File: src/sdr_map.svh
/*
  Offsets, field positions, encodings and timing counts of the self refresh
  and precharge sequencer. Definitions only; included by the package user.
*/
`ifndef SDR_MAP_SVH
`define SDR_MAP_SVH

// ----------------------------------------------------------------
// Register offsets (byte addresses)
// ----------------------------------------------------------------
`define SDR_CTRL_OFS   4'h0
`define SDR_STAT_OFS   4'h4
`define SDR_RCNT_OFS   4'h8
`define SDR_CTRL_RST   16'h0500

// ----------------------------------------------------------------
// Control fields
// ----------------------------------------------------------------
`define SDR_CF_BL      1:0
`define SDR_CF_MANTEMP 2
`define SDR_CF_AUTORATE 3
`define SDR_CF_AL      7:4
`define SDR_CF_CWL     11:8
`define SDR_BL_PERCMD  2'h1
`define SDR_BL_FIXBC4  2'h2

// ----------------------------------------------------------------
// Pin command codes {ras_n, cas_n, we_n} with cs_n low
// ----------------------------------------------------------------
`define SDR_CMD_REF    3'h1
`define SDR_CMD_PRE    3'h2
`define SDR_CMD_ACT    3'h3
`define SDR_CMD_WR     3'h4

// ----------------------------------------------------------------
// Timing
// ----------------------------------------------------------------
`define SDR_CLK_NS     10
`define SDR_SRREF_NS   7800
`define SDR_SRREF_CYC  ((`SDR_SRREF_NS) / (`SDR_CLK_NS))
`define SDR_XS_CK      8'h10
`define SDR_RESP_OK    2'h0
`define SDR_RESP_DEC   2'h3

`endif

File: src/sdr_pkg.sv
/*
  Types of the self refresh and precharge sequencer.
  Assumes nothing of its surroundings.
*/
package sdr_pkg;
    typedef enum logic [1:0] {sdr_run, sdr_self, sdr_wake, sdr_xs} sdr_state_t;
endpackage : sdr_pkg

File: src/sdr_sync.sv
/*
  Two flip-flop synchroniser for a group of pins.
  Assumes the inputs are asynchronous to aclk.
*/
`timescale 1ns/10ps
module sdr_sync #(
    parameter int W = 1
) (
    input  wire logic         aclk,     // system clock
    input  wire logic         aresetn,  // sync reset, low
    input  wire logic [W-1:0] d,        // asynchronous pins
    output logic      [W-1:0] q         // synchronised copy
);
    logic [W-1:0] meta;

    always_ff @(posedge aclk) begin
        if (!aresetn) begin
            meta <= '0;
            q    <= '0;
        end else begin
            meta <= d;
            q    <= meta;
        end
    end
endmodule : sdr_sync

File: src/sdr_seq.sv
/*
  Device-side command sequencer: bank open/idle tracking, PRECHARGE, write
  burst chop and latency, self refresh entry/exit with DLL control and
  internal refresh. Registers over AXI4-Lite.
  Assumes the memory pins are asynchronous to aclk and that ck is slow enough
  (several aclk periods) for its edges to be found by sampling.
*/
// What this block does
// - Mode bits 10 force four-beat chop
// - Mode bits 01: A12 low chops
// - A10 high precharges all, else BA
// - Precharged bank idle; activate before access
// - REFRESH with CKE low enters self refresh
// - DLL off on entry, reset on exit
// - In self refresh only CKE, reset matter
// - One internal refresh right after entry
// - Exit asynchronous; count from first edge
// - Write latency equals AL plus CWL
`timescale 1ns/10ps
`include "sdr_map.svh"
module sdr_seq
    import sdr_pkg::*;
(
    input  wire logic        aclk,          // system clock
    input  wire logic        aresetn,       // sync reset, low
    input  wire logic        awvalid,       // AXI write address
    output logic             awready,       // AXI
    input  wire logic [3:0]  awaddr,        // AXI
    input  wire logic        wvalid,        // AXI write data
    output logic             wready,        // AXI
    input  wire logic [31:0] wdata,         // AXI
    input  wire logic [3:0]  wstrb,         // AXI
    output logic             bvalid,        // AXI write response
    input  wire logic        bready,        // AXI
    output logic [1:0]       bresp,         // AXI
    input  wire logic        arvalid,       // AXI read address
    output logic             arready,       // AXI
    input  wire logic [3:0]  araddr,        // AXI
    output logic             rvalid,        // AXI read data
    input  wire logic        rready,        // AXI
    output logic [31:0]      rdata,         // AXI
    output logic [1:0]       rresp,         // AXI
    input  wire logic        ck,            // memory clock pin
    input  wire logic        cke,           // clock enable pin
    input  wire logic        cs_n,          // chip select, low
    input  wire logic        ras_n,         // row strobe, low
    input  wire logic        cas_n,         // column strobe, low
    input  wire logic        we_n,          // write enable, low
    input  wire logic [2:0]  ba,            // bank address
    input  wire logic        a10,           // all-banks select
    input  wire logic        a12,           // chop select
    input  wire logic        reset_pin_n,   // memory reset pin, low
    output logic             wr_window,     // first write strobe edge due
    output logic             wr_chop,       // that burst is four beats
    output logic             int_refresh,   // internal refresh pulse
    output logic             dll_on,        // DLL enabled
    output logic             dll_reset      // DLL reset pulse
);
    // ----------------------------------------------------------------
    // Pin capture
    // ----------------------------------------------------------------
    logic [11:0] pins;
    logic        ck_d;
    sdr_sync #(.W(12)) u_sync (
        .aclk    (aclk),
        .aresetn (aresetn),
        .d       ({reset_pin_n, ck, cke, cs_n, ras_n, cas_n, we_n, ba, a10, a12}),
        .q       (pins)
    );
    wire       rst_pin_s = ~pins[11];
    wire       ck_s      = pins[10];
    wire       cke_s     = pins[9];
    wire [3:0] cmd_s     = pins[8:5];
    wire [2:0] ba_s      = pins[4:2];
    wire       a10_s     = pins[1];
    wire       a12_s     = pins[0];
    wire       ck_rise   = ck_s & ~ck_d;

    always_ff @(posedge aclk) begin
        if (!aresetn) ck_d <= 1'b0;
        else          ck_d <= ck_s;
    end

    // ----------------------------------------------------------------
    // Command decode
    // ----------------------------------------------------------------
    sdr_state_t  state;
    logic [15:0] ctrl;
    logic [7:0]  bank_open;
    logic [7:0]  xs_cnt;
    logic [4:0]  wl_cnt;
    logic        wl_busy;
    logic        chop_pend;
    logic [9:0]  ref_tmr;
    logic [15:0] ref_count;

    function automatic logic is_cmd(input logic [3:0] c, input logic [2:0] code);
        is_cmd = (c == {1'b0, code});
    endfunction : is_cmd

    // Commands count only at a ck edge in normal running
    wire take     = ck_rise & (state == sdr_run) & cke_s;
    wire act_take = take & is_cmd(cmd_s, `SDR_CMD_ACT);
    wire pre_take = take & is_cmd(cmd_s, `SDR_CMD_PRE);
    wire wr_take  = take & is_cmd(cmd_s, `SDR_CMD_WR) & bank_open[ba_s];
    wire entry_take = ck_rise & (state == sdr_run) & ~cke_s & is_cmd(cmd_s, `SDR_CMD_REF);
    wire exit_edge = ck_rise & (state == sdr_wake) & cke_s;

    wire [1:0] bl_mode   = ctrl[`SDR_CF_BL];
    wire       chop_next = (bl_mode == `SDR_BL_FIXBC4) | ((bl_mode == `SDR_BL_PERCMD) & ~a12_s);
    wire [4:0] wl_load   = {1'b0, ctrl[`SDR_CF_AL]} + {1'b0, ctrl[`SDR_CF_CWL]};

    // ----------------------------------------------------------------
    // Bank state
    // ----------------------------------------------------------------
    always_ff @(posedge aclk) begin
        if (!aresetn || rst_pin_s) begin
            bank_open <= 8'h00;
        end else if (act_take) begin
            bank_open[ba_s] <= 1'b1;
        end else if (pre_take) begin
            if (a10_s) bank_open <= 8'h00;
            else       bank_open[ba_s] <= 1'b0;
        end
    end

    // ----------------------------------------------------------------
    // Write latency
    // ----------------------------------------------------------------
    // One pending write only; a second WRITE before the first strobe
    // edge restarts the count, which is enough for tCCD-spaced bursts.
    always_ff @(posedge aclk) begin
        if (!aresetn || rst_pin_s) begin
            wl_cnt    <= 5'h00;
            wl_busy   <= 1'b0;
            chop_pend <= 1'b0;
            wr_window <= 1'b0;
            wr_chop   <= 1'b0;
        end else begin
            wr_window <= 1'b0;
            if (wr_take) begin
                wl_cnt    <= wl_load;
                wl_busy   <= 1'b1;
                chop_pend <= chop_next;
            end else if (wl_busy && ck_rise) begin
                if (wl_cnt <= 5'h01) begin
                    wl_busy   <= 1'b0;
                    wr_window <= 1'b1;
                    wr_chop   <= chop_pend;
                end
                wl_cnt <= wl_cnt - 5'h01;
            end
        end
    end

    // ----------------------------------------------------------------
    // Self refresh
    // ----------------------------------------------------------------
    // Exit is seen on the CKE level, since ck may be stopped; sdr_xs starts at the next ck edge.
    always_ff @(posedge aclk) begin
        if (!aresetn || rst_pin_s) begin
            state     <= sdr_run;
            dll_on    <= 1'b1;
            dll_reset <= 1'b0;
            xs_cnt    <= 8'h00;
        end else begin
            dll_reset <= 1'b0;
            case (state)
                sdr_run: if (entry_take) begin
                    state  <= sdr_self;
                    dll_on <= 1'b0;
                end
                sdr_self: if (cke_s) state <= sdr_wake;
                sdr_wake: if (exit_edge) begin
                    state     <= sdr_xs;
                    dll_on    <= 1'b1;
                    dll_reset <= 1'b1;
                    xs_cnt    <= 8'h00;
                end else if (!cke_s) begin
                    state <= sdr_self;
                end
                sdr_xs: if (ck_rise) begin
                    if (xs_cnt == `SDR_XS_CK - 8'h01) state <= sdr_run;
                    xs_cnt <= xs_cnt + 8'h01;
                end
                default: state <= sdr_run;
            endcase
        end
    end

    // Refresh timer runs on aclk: the memory clock may stop in self refresh
    wire       fast_ref = ctrl[`SDR_CF_MANTEMP] | ctrl[`SDR_CF_AUTORATE];
    wire [9:0] ref_ivl  = fast_ref ? 10'(`SDR_SRREF_CYC / 2) : 10'(`SDR_SRREF_CYC);
    wire       ref_due  = (state == sdr_self) && (ref_tmr >= ref_ivl - 10'h001);

    always_ff @(posedge aclk) begin
        if (!aresetn) begin
            ref_tmr     <= 10'h000;
            int_refresh <= 1'b0;
            ref_count   <= 16'h0000;
        end else begin
            int_refresh <= entry_take | ref_due;
            ref_tmr     <= (entry_take | ref_due) ? 10'h000 : ref_tmr + 10'h001;
            if (entry_take | ref_due) ref_count <= ref_count + 16'h0001;
        end
    end

    // ----------------------------------------------------------------
    // AXI4-Lite slave
    // ----------------------------------------------------------------
    localparam logic [15:0] CTRL_RST = `SDR_CTRL_RST;
    logic        aw_held;
    logic        w_held;
    logic [3:0]  aw_addr;
    logic [31:0] w_data;
    logic [3:0]  w_strb;
    wire         wr_do  = aw_held & w_held & ~bvalid;
    wire         wr_hit = (aw_addr == `SDR_CTRL_OFS);
    wire         rd_hit = (araddr == `SDR_CTRL_OFS) | (araddr == `SDR_STAT_OFS) | (araddr == `SDR_RCNT_OFS);
    wire [11:0]  stat   = {chop_pend, (state == sdr_xs) | (state == sdr_wake), dll_on, state == sdr_self, bank_open};
    wire [31:0]  rd_mux = (araddr == `SDR_CTRL_OFS) ? {16'h0000, ctrl} :
                          (araddr == `SDR_STAT_OFS) ? {20'h00000, stat} :
                          (araddr == `SDR_RCNT_OFS) ? {16'h0000, ref_count} : 32'h00000000;

    assign awready = ~aw_held & ~bvalid;
    assign wready  = ~w_held & ~bvalid;
    assign arready = ~rvalid;

    always_ff @(posedge aclk) begin
        if (!aresetn) begin
            aw_held <= 1'b0;
            w_held  <= 1'b0;
            aw_addr <= 4'h0;
            w_data  <= 32'h00000000;
            w_strb  <= 4'h0;
            bvalid  <= 1'b0;
            bresp   <= `SDR_RESP_OK;
        end else begin
            if (awvalid && awready) begin
                aw_held <= 1'b1;
                aw_addr <= awaddr;
            end
            if (wvalid && wready) begin
                w_held <= 1'b1;
                w_data <= wdata;
                w_strb <= wstrb;
            end
            if (wr_do) begin
                aw_held <= 1'b0;
                w_held  <= 1'b0;
                bvalid  <= 1'b1;
                bresp   <= (wr_hit | (aw_addr == `SDR_STAT_OFS) | (aw_addr == `SDR_RCNT_OFS)) ?
                           `SDR_RESP_OK : `SDR_RESP_DEC;
            end else if (bvalid && bready) begin
                bvalid <= 1'b0;
            end
        end
    end

    // One register process for ctrl; the lanes only pick the next bytes
    wire [15:0] next_ctrl;
    genvar g;
    generate
        for (g = 0; g < 2; g++) begin : g_lane
            assign next_ctrl[g*8 +: 8] = (wr_do && wr_hit && w_strb[g]) ? w_data[g*8 +: 8] : ctrl[g*8 +: 8];
        end
    endgenerate

    always_ff @(posedge aclk) begin
        if (!aresetn) ctrl <= CTRL_RST;
        else          ctrl <= next_ctrl;
    end

    always_ff @(posedge aclk) begin
        if (!aresetn) begin
            rvalid <= 1'b0;
            rdata  <= 32'h00000000;
            rresp  <= `SDR_RESP_OK;
        end else if (arvalid && arready) begin
            rvalid <= 1'b1;
            rdata  <= rd_mux;
            rresp  <= rd_hit ? `SDR_RESP_OK : `SDR_RESP_DEC;
        end else if (rvalid && rready) begin
            rvalid <= 1'b0;
        end
    end

    // ----------------------------------------------------------------
    // Checks
    // ----------------------------------------------------------------
    fixed_chop_a: assert property (@(posedge aclk) disable iff (!aresetn)
        (wr_take && bl_mode == `SDR_BL_FIXBC4 && !rst_pin_s) |=> chop_pend) else $error("fixed chop not taken");
    percmd_chop_a: assert property (@(posedge aclk) disable iff (!aresetn)
        (wr_take && bl_mode == `SDR_BL_PERCMD && !rst_pin_s) |=> (chop_pend == !$past(a12_s)))
        else $error("per-command chop wrong");
    pre_all_a: assert property (@(posedge aclk) disable iff (!aresetn)
        (pre_take && a10_s) |=> (bank_open == 8'h00)) else $error("all-bank precharge missed");
    pre_one_a: assert property (@(posedge aclk) disable iff (!aresetn)
        (pre_take && !a10_s) |=> (!bank_open[$past(ba_s)] &&
        ((bank_open | (8'h01 << $past(ba_s))) == ($past(bank_open) | (8'h01 << $past(ba_s))))))
        else $error("single-bank precharge wrong");
    idle_write_a: assert property (@(posedge aclk) disable iff (!aresetn)
        (take && is_cmd(cmd_s, `SDR_CMD_WR) && !bank_open[ba_s] && !wl_busy) |=> !wl_busy)
        else $error("write to idle bank accepted");
    sr_entry_a: assert property (@(posedge aclk) disable iff (!aresetn)
        (entry_take && !rst_pin_s) |=> (state == sdr_self) && !dll_on) else $error("self refresh entry missed");
    dll_exit_a: assert property (@(posedge aclk) disable iff (!aresetn)
        (exit_edge && !rst_pin_s) |=> dll_on && dll_reset ##1 !dll_reset) else $error("DLL not reset on exit");
    sr_ignore_a: assert property (@(posedge aclk) disable iff (!aresetn)
        (state == sdr_self && !rst_pin_s) |=> $stable(bank_open)) else $error("command acted on in self refresh");
    int_ref_a: assert property (@(posedge aclk) disable iff (!aresetn)
        entry_take |=> int_refresh) else $error("no refresh after entry");
    xs_start_a: assert property (@(posedge aclk) disable iff (!aresetn)
        (state == sdr_wake && !exit_edge && !rst_pin_s && cke_s) |=> (state == sdr_wake))
        else $error("exit interval started without ck edge");
    wl_window_a: assert property (@(posedge aclk) disable iff (!aresetn)
        wr_window |-> $past(wl_busy) && ($past(wl_cnt) <= 5'h01)) else $error("strobe window off latency");
endmodule : sdr_seq

File: config.mk
export PLATFORM = sky130hd
export DESIGN_NAME = sdr_seq
export DESIGN_NICKNAME = d
export VERILOG_FILES = /design/src/sdr_pkg.sv /design/src/sdr_sync.sv /design/src/sdr_seq.sv
export VERILOG_INCLUDE_DIRS = /design/src
export SDC_FILE = /design/constraint.sdc
export NUM_CORES = 1
export LEC_CHECK = 0
export CORE_ASPECT_RATIO = 1.2
export CORE_MARGIN = 3
export CORE_UTILIZATION = 45
export DETAILED_ROUTE_END_ITERATION = 16
export DONT_BUFFER_PORTS = 1
export GPL_ROUTABILITY_DRIVEN = 0
export PLACE_DENSITY = 0.57
export SETUP_SLACK_MARGIN = 0.1
export SLEW_MARGIN = 25
export SYNTH_ARGS = -nofsm -noshare
export SYNTH_HDL_FRONTEND = slang
export SYNTH_HIERARCHICAL = 1
export SYNTH_SLANG_ARGS = --single-unit
export TNS_END_PERCENT = 1
File: constraint.sdc
create_clock -name aclk -period 2.45 [get_ports aclk]
set_input_delay 0.3675 -clock aclk [delete_from_list [all_inputs] [get_ports aclk]]
set_output_delay 0.3675 -clock aclk [all_outputs]
set_load 0.005 [all_outputs]
# Word-level counts from Yosys, hierarchy flattened
# Cells that the tools add are included.
# totals
mem_bits_rw	0
mem_count	0
latchBits	0
rom_bits	0
elab_cells	166
input_bits	63
regBits	159
output_inout_bits	46
# op_classes
n_reduce_logical	32
n_bitwise	39
n_addsub	6
eq_ne	20
order_cmp	4
div_mod_pow	0
shift	0
n_mul	0
muxes	37
# ops
op	n
$mux 16	3
$mux 8	5
$add 16x1->16 const B	1
$and 1x1->1	16
$mux 2	8
$pmux 8 s2	1
$reduce_bool 2->1	7
$mux 1	13
$eq 4x3->1 const B	3
$not 1->1	12
$logic_and 1x1->1	11
$add 10x1->10 const B	1
$ge 10x10->1	1
$mux 10	1
$mux 5	2
$sub 10x1->10 const B	1
$reduce_and 3->1	3
$add 8x1->8 const B	1
$and 8x8->8	1
$eq 4x2->1 const B	2
$eq 4x4->1 const B	2
$eq 8x4->1 const B	1
$logic_not 4->1	2
$ne 2x2->1 const B	4
24 further kinds	36

# Logic depth before layout (Yosys ltp)
# logic_depth
ltp_word	9
mapped_depth	10
ltp_nobuf	8

# Cells and area by module
# Netlist, hierarchy kept.
# by_module_without_submodules
mod	area_per_inst_um2	seq_area_each_um2	cells_each	instances
sdr_seq	5487.8	2342.2	646	1
sdr_sync	675.6	480.5	50	1

# Worst setup path after synthesis
# OpenSTA, ideal clock, no wires.
# synth_timing
path_type	reg2reg
startpoint	register ctrl[2]
endpoint	register ref_count[1]
slack_ns	0.232
period_less_slack_ns	2.218
n_path_buf	2
setup_time_ns	0.128
stages_incl_launch_ff	10
arrival_time_ns	2.091
required_time_ns	2.322
cell_sequence	dfxtp_1 or2_2 ha_1 a211oi_1 o21ai_0 a211oi_2 buf_6 buf_2 mux2i_1 nor2_1
# synth_between
elab_chain_cells	6
# synth_rtl
item	line_no	rtl
start, declared	sdr_seq.sv:88	logic [15:0] ctrl;
start signal, assigned	sdr_seq.sv:271	else ctrl <= next_ctrl;
$or 1x1->1	sdr_seq.sv:192	wire fast_ref = ctrl[`SDR_CF_MANTEMP] | ctrl[`SDR_CF_AUTORATE];
$mux 10	sdr_seq.sv:193	wire [9:0] ref_ivl = fast_ref ? 10'(`SDR_SRREF_CYC / 2) : 10'(`SDR_SRREF_CYC);
$sub 10x1->10	sdr_seq.sv:194	wire ref_due = (state == sdr_self) && (ref_tmr >= ref_ivl - 10'h001);
$ge 10x10->1	sdr_seq.sv:194	
$logic_and 1x1->1	sdr_seq.sv:194	
$or 1x1->1	sdr_seq.sv:204	if (entry_take | ref_due) ref_count <= ref_count + 16'h0001;
end signal, assigned	sdr_seq.sv:204	
end, declared	sdr_seq.sv:95	logic [15:0] ref_count;
# Every way passes these cells.
# A chain may end at the register's enable or synchronous reset.

# Worst setup path after layout
# layout_timing
startpoint	register ctrl[2]
endpoint	register ref_count[5]
# The elaborated chain is that of the path after synthesis.

==> metrics <==
outcome=finished clean; number of I/O pins=109; total via count after detailed routing=4633; TritonCTS clock tree=built; DIE WIDTH=113 µm; highest clock frequency the design can meet=437 MHz; synthesized flop and latch total=141; final period utilization=93.3%; leading cell type in the layout, fill and taps excluded=sky130_fd_sc_hd__dfxtp_1; maximum count of clock buffers along a single path=2; hold buffers post-CTS=0; aggregate global-route resource usage=17.6%; clock buffer count from CTS=17; clock tree root buffer cell=sky130_fd_sc_hd__clkbuf_16; starting density of the core=46.4%; number of antenna diodes=0; most used cells in the layout excluding fill and tap cells=sky130_fd_sc_hd__dfxtp_1, sky130_fd_sc_hd__nor2_1, sky130_fd_sc_hd__nand2_1; post-layout worst setup margin=0.164 ns; Critical Path Slowest Stage Cell=sky130_fd_sc_hd__or4_1; Post-Route WL=13200 µm; post-synthesis async set-or-reset flop share=0%; detailed-routing iteration count for the pre-antenna-repair pass=5; clock-pin slew on the worst setup and hold paths=0.06 ns; total congestion overflow after global routing=0; vias in the first global route=4422; routed length per instance=15.3 µm; CTS H-tree depth=4; crit path cell chain=or2_4 -> ha_1 -> o21ai_0 -> o21ai_1 -> a211oi_2 -> buf_4 -> buf_12 -> or4_1 -> a21oi_1; Worst Max-Slew Pin Slew=0.794 ns; number of endpoints failing setup at the final stage=0; yosys synthesis warning count=6; count of final hold-check violations=0; number of max-cap violations=0; mean area per synthesized cell=8.86 µm²; placed wire-length estimate=9550 µm; final design instance area without fill=6900 µm²; minimum clock period=2.29 ns; post-detailed-placement cell area=6230 µm²; most used flip-flop cell after synthesis=sky130_fd_sc_hd__dfxtp_1; Req. time, crit path=2.79 ns; start-to-end type of the worst setup path=register to register; Worst Setup End Kind=register; Finished Core Util=51.9%; number of nets in the layout=765; peak supply drop=0.487 mV; number of nets with antenna violations after routing=0; final total negative setup slack=0 ns; skew final=0.00491 ns; total power draw=5300 µW; largest fanout on the critical path=17; Die Height=134 µm; DRC=0; area added between synthesis and finish=12.0%; signal arrival time at the worst endpoint=2.63 ns; Cell Pwr Density=768 nW/µm²; combined area of all synthesized cells=6160 µm²; latest clock arrival within the worst-skew pair=0.41 ns; normalized max-slew margin=46.7%; gate count of the mapped netlist=696; count of different cell masters after synthesis=56; vias per inst=5.34; Core Footprint=13300 µm²; number of port buffers=0; startpoint type of the worst setup path=register; worst min path class=primary input to register; register area share after synthesis=45.8%; largest net degree at the start of global routing=42; placement-stage worst setup slack=0.117 ns; max-slew violation count=0; row cnt=46; leakage power=0.00266 µW; Die Outline Area=15100 µm²; unrepaired setup endpoints after global routing=true; initial antenna violation count=0; number of enable-type register cells in the synthesized netlist=0; number of design-rule violations left by the first detailed-router iteration=238; first-pass GRT wire length=21400 µm; # clock sinks=141; Worst path max stage delay=0.50 ns; ratio of cells with drive above 1 in the final layout=11.3%
-- where the power goes --
| group | internal (µW) | leakage (µW) | switching (µW) | total [µW] |
|---|---|---|---|---|
| Combinational | 78.8 | 0.00120 | 122 | 201 |
| Clock | 1770 | 0.000315 | 938 | 2710 |
| Sequential | 2350 | 0.00115 | 39.9 | 2390 |
-- cell usage after synthesis (all sizes together), types with 2 or more instances --
cell type | count | share of area [%]
a211oi | 11 | 1.4
a21oi | 55 | 4.5
a22oi | 12 | 1.5
a31oi | 5 | 0.51
and2 | 30 | 3.4
and3 | 3 | 0.30
buf | 28 | 3.3
clkbuf | 27 | 1.6
dfxtp | 141 | 46
ha | 14 | 2.8
inv | 18 | 1.1
mux2 | 2 | 0.37
mux2i | 40 | 6.5
nand2 | 72 | 4.4
nand2b | 5 | 0.51
nand3 | 12 | 0.97
nand3b | 2 | 0.24
nand4 | 7 | 0.71
nand4b | 2 | 0.28
nor2 | 83 | 5.1
nor2b | 6 | 0.61
nor3 | 18 | 1.6
nor4 | 2 | 0.20
o211ai | 2 | 0.24
o21ai | 28 | 2.3
o221a | 4 | 0.73
o31ai | 9 | 1.1
or2 | 3 | 0.30
or3 | 10 | 1.0
or4 | 10 | 1.2
or4b | 2 | 0.39
xnor2 | 13 | 1.8
xor2 | 6 | 0.85
-- registers in the layout (all words and copies together) (netlist names), 4 cells and up --
register,cells
ref_tmr,10
bank_open,8
wl_cnt,5
w_data,16
u_sync/q,12
aw_addr,4
rdata,16
u_sync/meta,12
ref_count,16
ctrl,16
xs_cnt,8
-- cell families after synthesis --
kind of cell / share of synthesized area (%)
other: 0.0608
adder cells (fa/ha/maj): 3.17
flip-flops: 45.8
multiplexers: 7.23
AO/OA/AOI/OAI: 13.4
buffers and inverters: 6.07
AND/OR/NAND/NOR: 21.5
XOR/XNOR: 2.70
-- critical path: cells and delay by family, from the launching register on --
kind                       cells  cell delay [ns]
AOI/OAI and AO/OA              4             0.51
and+or+nand+nor                2             0.78
DFF                            1             0.32
adders and majority gates      1             0.29
buffers and inverters          2             0.31
-- worst paths after layout --
kind	start	to	slack [ns]	cells past startpoint
hold reg to reg	u_sync/meta[6]	u_sync/q[6]	0.43	1
setup / recovery	ctrl[2]	ref_count[5]	0.16	9
hold / removal	aresetn	ctrl[8]	0.03	1
setup reg to reg	ctrl[2]	ref_count[5]	0.16	9
-- timing repair --
action,in CTS,in global routing
endpoints found under the setup margin,0,20
gates resized for setup,0,4
buffers inserted,0,1
-- layer usage --
layer,up-vias,share of wire [%],track usage (%)
li1,2358,-,-
met1,2189,45,21.3
met2,75,50,29.4
met3,11,3.5,4.42
met4,0,1.7,7.82
met5,-,0,0
-- through the flow --
step	instances	hold WS, ns
global route	868	0.0194
floorplan	711	0.412
finish	868	0.0304
CTS	866	0.00540
global placement	834	0.422
detailed placement	834	0.420
-- final cells by class --
type / count / area, µm²
Inverter: 18 / 67.6
Multi-Input combinational cell: 497 / 3040
Timing Repair Buffer: 12 / 133
Clock inverter: 12 / 166
Fill cell: 1236 / 6390
Tap cell: 168 / 210
Clock buffer: 20 / 467
Sequential cell: 141 / 2820
(Power assumes the default switching activity.)
